## config.mk

```make
export PLATFORM = sky130hd
export DESIGN_NAME = hrc_core
export DESIGN_NICKNAME = d
export VERILOG_FILES = /design/src/hrc_core.v
export VERILOG_INCLUDE_DIRS = /design/src
export SDC_FILE = /design/constraint.sdc
export NUM_CORES = 1
export LEC_CHECK = 0
export ABC_AREA = 1
export BUFFER_PORTS_ARGS = -buffer_cell sky130_fd_sc_hd__buf_2
export CAP_MARGIN = 25
export CORE_UTILIZATION = 35
export DETAILED_ROUTE_END_ITERATION = 6
export GPL_ROUTABILITY_DRIVEN = 0
export GPL_TIMING_DRIVEN = 0
export PLACE_DENSITY = 0.52
export SLEW_MARGIN = 0
export SYNTH_ARGS = -nofsm -noshare
export SYNTH_HDL_FRONTEND = slang
export SYNTH_SLANG_ARGS = --single-unit
```

## constraint.sdc

```tcl
create_clock -name clk_i -period 2.6 [get_ports clk_i]
set_input_delay 0.39 -clock clk_i [delete_from_list [all_inputs] [get_ports clk_i]]
set_output_delay 0.39 -clock clk_i [all_outputs]
set_load 0.01 [all_outputs]
```

## src/hrc_map.vh

```
// Register map, reset values and timing for the host run / commit block
`ifndef HRC_MAP_VH
`define HRC_MAP_VH

// Bus slave address (7 bit)
`define HRC_I2C_ADDR 7'h43

// Register offsets
`define HRC_REG_CFG_BASE 8'h0A
`define HRC_REG_CFG_LAST 8'h0D
`define HRC_REG_COMMIT 8'h19
`define HRC_REG_RUN 8'h1D

// Commit trigger
`define HRC_COMMIT_CODE 8'h46
`define HRC_COMMIT_READ 8'h00

// Persistent defaults, millivolts
`define HRC_SHDN_RST 16'h0B86
`define HRC_VOUT_RST 16'h0F28

// Number of persistent bytes and their last index
`define HRC_CFG_BYTES 4
`define HRC_CFG_LAST_IDX 2'h3

// Timing
`define HRC_CLK_KHZ 100000
`define HRC_LED_HALF_MS 250

`endif

```

## src/hrc_core.v

```verilog
// Host run state tracking, power sequencing and configuration commit
`timescale 1ns/10ps
`default_nettype none
`include "hrc_map.vh"

module hrc_core #(
  parameter [31:0] LED_HALF_CYC = `HRC_LED_HALF_MS * `HRC_CLK_KHZ
)(
  input wire clk_i,
  input wire rst_n_i,
  input wire scl_i,
  input wire sda_i,
  output wire sda_o,
  output reg sda_oe_o,
  input wire touch_i,
  input wire host_alive_i,
  input wire [15:0] vbat_mv_i,
  input wire [15:0] vout_mv_i,
  output reg host_pwr_o,
  output reg power_indicator_led_o,
  output reg nvm_req_o,
  output reg nvm_we_o,
  output reg [1:0] nvm_addr_o,
  output reg [7:0] nvm_wdata_o,
  input wire [7:0] nvm_rdata_i,
  input wire nvm_ack_i,
  output wire commit_busy_o
);

  localparam [1:0] P_OFF = 2'h0;
  localparam [1:0] P_BOOT = 2'h1;
  localparam [1:0] P_RUN = 2'h2;
  localparam [1:0] P_SHDN = 2'h3;

  localparam [2:0] I_IDLE = 3'h0;
  localparam [2:0] I_ADDR = 3'h1;
  localparam [2:0] I_PTR = 3'h2;
  localparam [2:0] I_WR = 3'h3;
  localparam [2:0] I_RD = 3'h4;
  localparam [2:0] I_ACK = 3'h5;
  localparam [2:0] I_MACK = 3'h6;

  localparam [1:0] N_LOAD = 2'h0;
  localparam [1:0] N_IDLE = 2'h1;
  localparam [1:0] N_STORE = 2'h2;

  localparam [15:0] SHDN_RST = `HRC_SHDN_RST;
  localparam [15:0] VOUT_RST = `HRC_VOUT_RST;

  reg [1:0] pstate;
  reg [1:0] next_pstate;
  reg [7:0] cfg [0:`HRC_CFG_BYTES-1];
  reg [1:0] nstate;
  reg [1:0] nidx;
  reg [3:0] pin_s1;
  reg [3:0] pin_s2;
  reg [3:0] pin_s3;
  reg [3:0] pin_f;
  reg [3:0] pin_d;
  reg [2:0] istate;
  reg [2:0] ack_next;
  reg ack_ph;
  reg [2:0] bitcnt;
  reg [7:0] shreg;
  reg [7:0] ptr;
  reg wr_stb;
  reg [7:0] wr_addr;
  reg [7:0] wr_data;
  reg [31:0] led_cnt;
  reg led_phase;

  wire scl_f = pin_f[0];
  wire sda_f = pin_f[1];
  wire scl_rise = scl_f & ~pin_d[0];
  wire scl_fall = ~scl_f & pin_d[0];
  wire i2c_start = scl_f & pin_d[0] & ~sda_f & pin_d[1];
  wire i2c_stop = scl_f & pin_d[0] & sda_f & ~pin_d[1];
  wire touch_rise = pin_f[2] & ~pin_d[2];
  wire host_alive = pin_f[3];
  wire [7:0] rx_byte = {shreg[6:0], sda_f};
  wire [15:0] shdn_mv = {cfg[1], cfg[0]};
  wire [15:0] output_boot_block_level_mv = {cfg[3], cfg[2]};
  wire vbat_low = vbat_mv_i < shdn_mv;
  wire boot_block = vout_mv_i > output_boot_block_level_mv;
  wire run_wr = wr_stb & (wr_addr == `HRC_REG_RUN);
  wire commit_go = wr_stb & (wr_addr == `HRC_REG_COMMIT) &
    (wr_data == `HRC_COMMIT_CODE) & (nstate == N_IDLE);

  assign sda_o = 1'b0;
  assign commit_busy_o = (nstate != N_IDLE);

  function in_cfg;
    input [7:0] a;
    begin
      in_cfg = (a >= `HRC_REG_CFG_BASE) && (a <= `HRC_REG_CFG_LAST);
    end
  endfunction

  // Register offset to persistent byte index
  function [1:0] cfg_idx;
    input [7:0] a;
    reg [7:0] off;
    begin
      off = a - `HRC_REG_CFG_BASE;
      cfg_idx = off[1:0];
    end
  endfunction

  function [7:0] rd_data;
    input [7:0] a;
    begin
      if (in_cfg(a))
        rd_data = cfg[cfg_idx(a)];
      else if (a == `HRC_REG_RUN)
        rd_data = {7'h00, pstate == P_RUN};
      else
        rd_data = `HRC_COMMIT_READ;
    end
  endfunction

  // ----------------------------------------------------------------
  // Pin synchronisers
  // ----------------------------------------------------------------
  always @(posedge clk_i)
  begin
    if (!rst_n_i)
    begin
      pin_s1 <= 4'h3;
      pin_s2 <= 4'h3;
      pin_s3 <= 4'h3;
      pin_f <= 4'h3;
      pin_d <= 4'h3;
    end
    else
    begin
      pin_s1 <= {host_alive_i, touch_i, sda_i, scl_i};
      pin_s2 <= pin_s1;
      pin_s3 <= pin_s2;
      pin_f <= (pin_f & (pin_s2 ^ pin_s3)) | (pin_s3 & ~(pin_s2 ^ pin_s3));
      pin_d <= pin_f;
    end
  end

  // ----------------------------------------------------------------
  // Serial register port
  // ----------------------------------------------------------------
  always @(posedge clk_i)
  begin
    if (!rst_n_i)
    begin
      istate <= I_IDLE;
      ack_next <= I_IDLE;
      ack_ph <= 1'b0;
      bitcnt <= 3'h0;
      shreg <= 8'h00;
      ptr <= 8'h00;
      sda_oe_o <= 1'b0;
      wr_stb <= 1'b0;
      wr_addr <= 8'h00;
      wr_data <= 8'h00;
    end
    else
    begin
      wr_stb <= 1'b0;
      if (i2c_start)
      begin
        istate <= I_ADDR;
        bitcnt <= 3'h0;
        sda_oe_o <= 1'b0;
      end
      else if (i2c_stop)
      begin
        istate <= I_IDLE;
        sda_oe_o <= 1'b0;
      end
      else
      begin
        case (istate)
          I_ADDR, I_PTR, I_WR:
          begin
            if (scl_rise)
            begin
              shreg <= rx_byte;
              bitcnt <= bitcnt + 3'h1;
              if (bitcnt == 3'h7)
              begin
                istate <= I_ACK;
                ack_ph <= 1'b0;
                if (istate == I_ADDR)
                begin
                  if (shreg[6:0] != `HRC_I2C_ADDR)
                    istate <= I_IDLE;
                  ack_next <= sda_f ? I_RD : I_PTR;
                end
                else if (istate == I_PTR)
                begin
                  ptr <= rx_byte;
                  ack_next <= I_WR;
                end
                else
                begin
                  wr_stb <= 1'b1;
                  wr_addr <= ptr;
                  wr_data <= rx_byte;
                  ptr <= ptr + 8'h01;
                  ack_next <= I_WR;
                end
              end
            end
          end
          I_ACK:
          begin
            if (scl_fall)
            begin
              if (!ack_ph)
              begin
                ack_ph <= 1'b1;
                sda_oe_o <= 1'b1;
              end
              else
              begin
                istate <= ack_next;
                bitcnt <= 3'h0;
                if (ack_next == I_RD)
                begin
                  shreg <= rd_data(ptr);
                  sda_oe_o <= ~|(rd_data(ptr) & 8'h80);
                end
                else
                  sda_oe_o <= 1'b0;
              end
            end
          end
          I_RD:
          begin
            if (scl_fall)
              sda_oe_o <= ~shreg[7];
            else if (scl_rise)
            begin
              shreg <= {shreg[6:0], 1'b0};
              bitcnt <= bitcnt + 3'h1;
              if (bitcnt == 3'h7)
                istate <= I_MACK;
            end
          end
          I_MACK:
          begin
            if (scl_fall)
              sda_oe_o <= 1'b0;
            else if (scl_rise)
            begin
              ptr <= ptr + 8'h01;
              bitcnt <= 3'h0;
              shreg <= rd_data(ptr + 8'h01);
              istate <= sda_f ? I_IDLE : I_RD;
            end
          end
          default:
            istate <= I_IDLE;
        endcase
      end
    end
  end

  // ----------------------------------------------------------------
  // Persistent settings and commit engine
  // ----------------------------------------------------------------
  always @(posedge clk_i)
  begin
    if (!rst_n_i)
    begin
      cfg[0] <= SHDN_RST[7:0];
      cfg[1] <= SHDN_RST[15:8];
      cfg[2] <= VOUT_RST[7:0];
      cfg[3] <= VOUT_RST[15:8];
      nstate <= N_LOAD;
      nidx <= 2'h0;
      nvm_req_o <= 1'b0;
      nvm_we_o <= 1'b0;
      nvm_addr_o <= 2'h0;
      nvm_wdata_o <= 8'h00;
    end
    else
    begin
      if (wr_stb && in_cfg(wr_addr))
        cfg[cfg_idx(wr_addr)] <= wr_data;
      case (nstate)
        N_LOAD:
        begin
          nvm_req_o <= 1'b1;
          nvm_we_o <= 1'b0;
          nvm_addr_o <= nidx;
          if (nvm_req_o && nvm_ack_i)
          begin
            cfg[nidx] <= nvm_rdata_i;
            nidx <= nidx + 2'h1;
            nvm_req_o <= 1'b0;
            if (nidx == `HRC_CFG_LAST_IDX)
              nstate <= N_IDLE;
          end
        end
        N_IDLE:
        begin
          nidx <= 2'h0;
          if (commit_go)
            nstate <= N_STORE;
        end
        N_STORE:
        begin
          nvm_req_o <= 1'b1;
          nvm_we_o <= 1'b1;
          nvm_addr_o <= nidx;
          nvm_wdata_o <= cfg[nidx];
          if (nvm_req_o && nvm_ack_i)
          begin
            nidx <= nidx + 2'h1;
            nvm_req_o <= 1'b0;
            if (nidx == `HRC_CFG_LAST_IDX)
              nstate <= N_IDLE;
          end
        end
        default:
          nstate <= N_IDLE;
      endcase
    end
  end

  // ----------------------------------------------------------------
  // Host power state
  // ----------------------------------------------------------------
  always @*
  begin
    next_pstate = pstate;
    case (pstate)
      P_OFF:
        if (touch_rise && !boot_block)
          next_pstate = P_BOOT;
      P_BOOT:
        if (run_wr && wr_data != 8'h00)
          next_pstate = P_RUN;
      P_RUN:
        if (touch_rise || vbat_low)
          next_pstate = P_SHDN;
        else if (run_wr && wr_data == 8'h00)
          next_pstate = P_SHDN;
      P_SHDN:
        if (!host_alive)
          next_pstate = P_OFF;
      default:
        next_pstate = P_OFF;
    endcase
  end

  always @(posedge clk_i)
  begin
    if (!rst_n_i)
    begin
      pstate <= P_OFF;
      host_pwr_o <= 1'b0;
      power_indicator_led_o <= 1'b0;
      led_cnt <= 32'h0000_0000;
      led_phase <= 1'b0;
    end
    else
    begin
      pstate <= next_pstate;
      host_pwr_o <= (next_pstate != P_OFF);
      if (led_cnt >= LED_HALF_CYC - 32'h1)
      begin
        led_cnt <= 32'h0000_0000;
        led_phase <= ~led_phase;
      end
      else
        led_cnt <= led_cnt + 32'h1;
      case (next_pstate)
        P_OFF: power_indicator_led_o <= 1'b0;
        P_RUN: power_indicator_led_o <= 1'b1;
        default: power_indicator_led_o <= led_phase;
      endcase
    end
  end

endmodule // hrc_core
`default_nettype wire

```

# Word-level counts from Yosys, hierarchy flattened
# Memory sizes are Yosys's and may differ from the RTL's. A register that Yosys moved wholly into a read port is not among the register bits.
# Index checks and enable logic that the tools add are counted.
[word_totals]
ff_bits = 108
ramBits = 32
inputBits = 47
output_inout_bits = 17
word_cells = 253
n_memories = 1
[mem_list]
columns = ["memory", "depth", "width", "read_ports", "rd_clocked_by_memory_dff", "write_ports", "line", "rtl"]
rows = [
  ["cfg", 4, 8, 7, 1, 4, "hrc_core.v:52", "reg [7:0] cfg [0:`HRC_CFG_BYTES-1];"],
]
[op_classes]
add_sub_neg = 7
order_cmp = 9
eq_ne = 47
muxes = 88
bitwise = 32
n_reduce_logical = 43
[ops]
columns = ["cell", "n"]
rows = [
  ["$mux 8", 22],
  ["$mux 3", 20],
  ["$ne 4x4->1 const B", 9],
  ["$add 32x1->32 const B", 1],
  ["$eq 8x5->1 const B", 4],
  ["$ge 32x25->1 const B", 1],
  ["$pmux 8 s4", 1],
  ["$ne 2x2->1 const B", 14],
  ["$ge 8x4->1 const B", 3],
  ["$le 8x4->1 const B", 3],
  ["$mux 1", 24],
  ["$pmux 3 s4", 2],
  ["$mux 2", 11],
  ["$reduce_and 9->1", 2],
  ["$gt 16x16->1", 1],
  ["$lt 16x16->1", 1],
  ["$pmux 8 s2", 1],
  ["$reduce_or 8->1", 2],
  ["$eq 3x3->1 const B", 5],
  ["$not 1->1", 15],
  ["$reduce_and 7->1", 2],
  ["$and 1x1->1", 12],
  ["$reduce_and 11->1", 1],
  ["$eq 2x2->1 const B", 5],
  ["36 further kinds", 64],
]

# Depth between registers and ports, before layout
[depth]
ltp_word = 15
mapped_depth = 17

# Worst setup path after synthesis
# Ideal clock, no wire load.
[synth_timing]
kind = "register to register"
startpoint = "register ptr[0]"
endpoint = "register shreg[1]"
arrival_ps = 2145
slack_ps = 385
path_stages_with_launch = 13
n_path_buf = 2
path_cell_list = "dfxtp_1 -> buf_2 -> clkinv_1 -> clkbuf_1 -> ha_1 -> nor3_1 -> nor3_1 -> nand3_1 -> nor2_4 -> nand3_1 -> nand2_1 -> nand2_1 -> a21oi_1"
[synth_via]
elab_chain_cells = 7
elab_cells_between_ends = 18
cone_classes = "3 x add/sub; 4 x order compare; 8 x mux; 2 x reduce/logical; 1 x memory"
[synth_rtl]
columns = ["item", "line", "rtl"]
rows = [
  ["from (decl)", "hrc_core.v:65", "reg [7:0] ptr;"],
  ["from (signal assigned)", "hrc_core.v:197", "ptr <= rx_byte;"],
  ["from (signal assigned)", "hrc_core.v:205", "ptr <= ptr + 8'h01;"],
  ["from (signal assigned)", "hrc_core.v:252", "ptr <= ptr + 8'h01;"],
  ["$add 8x1->8, or another cell as far along", "hrc_core.v:254", "shreg <= rd_data(ptr + 8'h01);"],
  ["$sub 2x2->2 (no line), or another cell as far along", "n/a", ""],
  ["$mem_v2 4x8, or another cell as far along", "n/a", ""],
  ["$mux 8 (on tied branches) (2 in series)", "n/a", ""],
  ["$mux 8 (on tied branches)", "hrc_core.v:248, hrc_core.v:213", ""],
  ["$pmux 8 s4 (*)", "hrc_core.v:178", "case (istate)"],
  ["to (signal assigned)", "hrc_core.v:183", "shreg <= rx_byte;"],
  ["to (signal assigned)", "hrc_core.v:240", "shreg <= {shreg[6:0], 1'b0};"],
  ["to (signal assigned)", "hrc_core.v:254", ""],
  ["to (decl)", "hrc_core.v:64", "reg [7:0] shreg;"],
]
# Mark *: on every way between the ends. The rest lies on a longest branch, timed or not. The select of a mux whose other input is x is not followed.
# A chain may end at the register's enable or synchronous reset.

==> results.md <==
- Bufs and invs on worst path: 5
- Pwr Density: 743 nW/µm²
- Core Util, Final: 41.9%
- FMAX: 0.408 GHz
- Post-DRT Antenna Nets: 0
- Ranking of synthesized cells by area: dfxtp_1 28%, edfxtp_1 12%, a21oi_1 9.7%
- Pre-CTS WS: -0.234 ns
- Largest net degree at the start of global routing: 17
- Yosys top cell area share: 28.2%
- Combinational fraction of design power: 27.9%
- Initial antenna violation count: 0
- Hold Violations, Final: 0
- Fin area: 9570 µm²
- Outcome: finished clean
- First-pass GRT wire length: 37,600 µm
- Area leader, netlist: dfxtp_1
- Seq cells post-synth: 148
- Cells after Synth: 1,123
- Final worst slack: 0.152 ns
- Dpl cell area: 8970 µm²
- Clk sinks: 148
- Via count: 7,700
- H-tree Lvls: 4
- Slew @ Worst Pin: 0.743 ns
- Max Transition Viols Final: 0
- Worst setup path class: register to register
- Post-Syn Area: 8250 µm²
- Total Routing Usage GR: 20.5%
- Die Span Y: 155 µm
- TNS Setup: 0 ns
- Lkg Pwr: 0.00409 µW
- Layout cell share with drive strength beyond 1: 14.3%
- Fin Hold WS: 0.139 ns
- DR iter-0 viols: 552
- Clock group share of total power: 33.5%
- Cts bufs inserted: 17
- Clk_lat worst skew: 0.43 ns
- Layout Nets: 1,301
- # IOs: 64
- EDFF count, synth: 32
- DR vias/cell: 5.01
- Remaining DRCs: 0
- CP Max Fanout: 11
- P_sw: 2640 µW
- Core Box Area: 22,800 µm²
- Count of unique library cells instantiated by Yosys: 48
- Async S/R FF share, synth: 0%
- MaxCap Viol Count: 0
- Critical-path top delay cell: dfxtp_1
- TritonRoute pass-1 iters: 5
- Slew headroom: 50.5%
- Syn avg cell area: 7.34 µm²
- Die span in x: 155 µm
- CTS tree: done
- IO Port Bufs: 62
- Max clock buf depth: 2
- Ys flop type: dfxtp_1
- Final WL: 24,200 µm
- Critical Path Source Type: register
- Fin crit period: 2.45 ns
- Worst clock skew: 0.0123 ns
- Switch share: 37.1%
- Worst EP required: 2.82 ns
- Wire per inst: 15.7 µm
- Die area: 24,200 µm²
- CP cell instances: clkbuf_4 > clkinvlp_4 > clkbuf_2 > ha_1 > nand2_1 > inv_1 > nor2_1 > inv_2 > o22ai_1
- Number of global-route vias before repair: 6,933
- Clock root buffer: clkbuf_16
- Warnings, synthesis: 0
- Synth cell count leaders: 179 x nand2_1, 160 x a21oi_1, 147 x inv_1, 116 x dfxtp_1, 102 x o21ai_0
- Starting density of the core: 36.1%
- ANT cells: 0
- Area Growth Syn to Fin: 16.1%
- Core Rows: 55
- Grt total ovfl: 0
- HP Class: primary input to register
- Register share of total power: 38.6%
- Reg clk slew, reported paths: 0.07 ns
- Most frequent cell after synthesis: nand2_1
- Final Cycle Share: 94.2%
- Worst setup EP type: register
- Sequential share of the synthesized area: 39.8%
- Internal cell power: 4470 µW
- Worst vdd ir: 0.000480 V
- # setup viols final: 0
- Dpl hpwl: 18,600 µm
- Crit path largest cell delay: 0.37 ns
- CP arrival: 2.67 ns
- CP top delay family: buffers and inverters
==> cells by family (layout without fill, tap and decap cells) <==
family / after synthesis / after routing / share of synthesized area [%]
simple gates: 389 / 389 / 21.7
xor+xnor: 8 / 8 / 0.941
other cells: 1 / 8 / 0.0455
buf+inv: 208 / 302 / 9.68
fa+ha+maj: 43 / 43 / 6.53
compound gates: 326 / 326 / 21.2
flops: 148 / 148 / 39.8
==> power groups by stage <==
stage / clock [µW] / combinational [µW] / sequential (µW)
after floorplan: 0 / 1410 / 2680
final: 2380 / 1990 / 2750
after detailed placement: 0 / 1900 / 2780
after global routing: 2530 / 2220 / 2750
after global placement: 0 / 1880 / 2790
after CTS: 2430 / 1920 / 2740
==> cells in the final DEF, fill, tap and decap left out, types with 3 or more instances in the layout <==
master	instances
nor4_1	5
inv_6	4
o21ai_1	14
clkbuf_16	17
conb_1	8
o22ai_1	11
a31oi_1	5
buf_2	68
nor3_1	29
nor2_2	10
a211oi_1	3
nand2_1	179
clkbuf_4	3
clkinv_1	7
or2_2	15
nand2_2	4
o211ai_1	6
nand3_1	40
clkinv_4	3
dfxtp_1	116
o21a_1	3
inv_2	17
clkbuf_1	22
nand4_1	18
clkinvlp_4	3
o21ai_0	102
nor3_2	6
nand3_2	3
o31ai_1	12
inv_1	147
nor2_1	70
a21oi_1	160
xor2_1	6
inv_8	3
ha_1	42
edfxtp_1	32
==> routing by layer <==
layer | routed length [µm] | track usage, % | up-vias
li1 | - | - | 3957
met4 | 586 | 7.52 | 0
met3 | 1750 | 3.51 | 36
met5 | 0 | 0 | -
met1 | 11100 | 28.4 | 3461
met2 | 10700 | 32.0 | 246
==> final timing paths <==
check            start   endpoint  slack, ns  cells after the start
min reg2reg  pin_s1[2]  pin_s2[2]       0.42                      2
max            nidx[0]  cfg[2][0]       0.15                      9
min              scl_i  pin_s1[0]       0.14                      2
max reg2reg    nidx[0]  cfg[2][0]       0.15                      9
==> registers in the layout, summed over array words and instances (netlist names), 4 cells and up, named ones only <==
| name | count |
|---|---|
| cfg | 32 |
| led_cnt | 32 |
| nvm_wdata_o | 8 |
| ptr | 8 |
| shreg | 8 |
| wr_addr | 8 |
| wr_data | 8 |
| pin_s1 | 4 |
| pin_s2 | 4 |
| pin_s3 | 4 |
==> per-stage QoR <==
stage | total power (µW) | instances
after floorplan | 4090 | 1130
after global placement | 4670 | 1505
after detailed placement | 4680 | 1505
after CTS | 7090 | 1537
after global routing | 7500 | 1537
final | 7110 | 1537
==> repair_timing <==
action,in CTS,in global routing
gates resized for setup,4,11
hold buffers,0,0
buffers inserted,0,0
setup endpoints to repair,8,20
gates cloned,0,0
pin swaps,0,3
==> cell type report <==
type / instances / area (µm²)
Inverter: 174 / 662
Clock buffer: 19 / 453
Tap cell: 313 / 392
Buffer: 34 / 155
Fill cell: 2454 / 13300
Clock inverter: 13 / 115
Multi-Input combinational cell: 774 / 4200
Timing Repair Buffer: 62 / 310
Sequential cell: 148 / 3280
No activity file was read; power rests on OpenSTA's default activity.
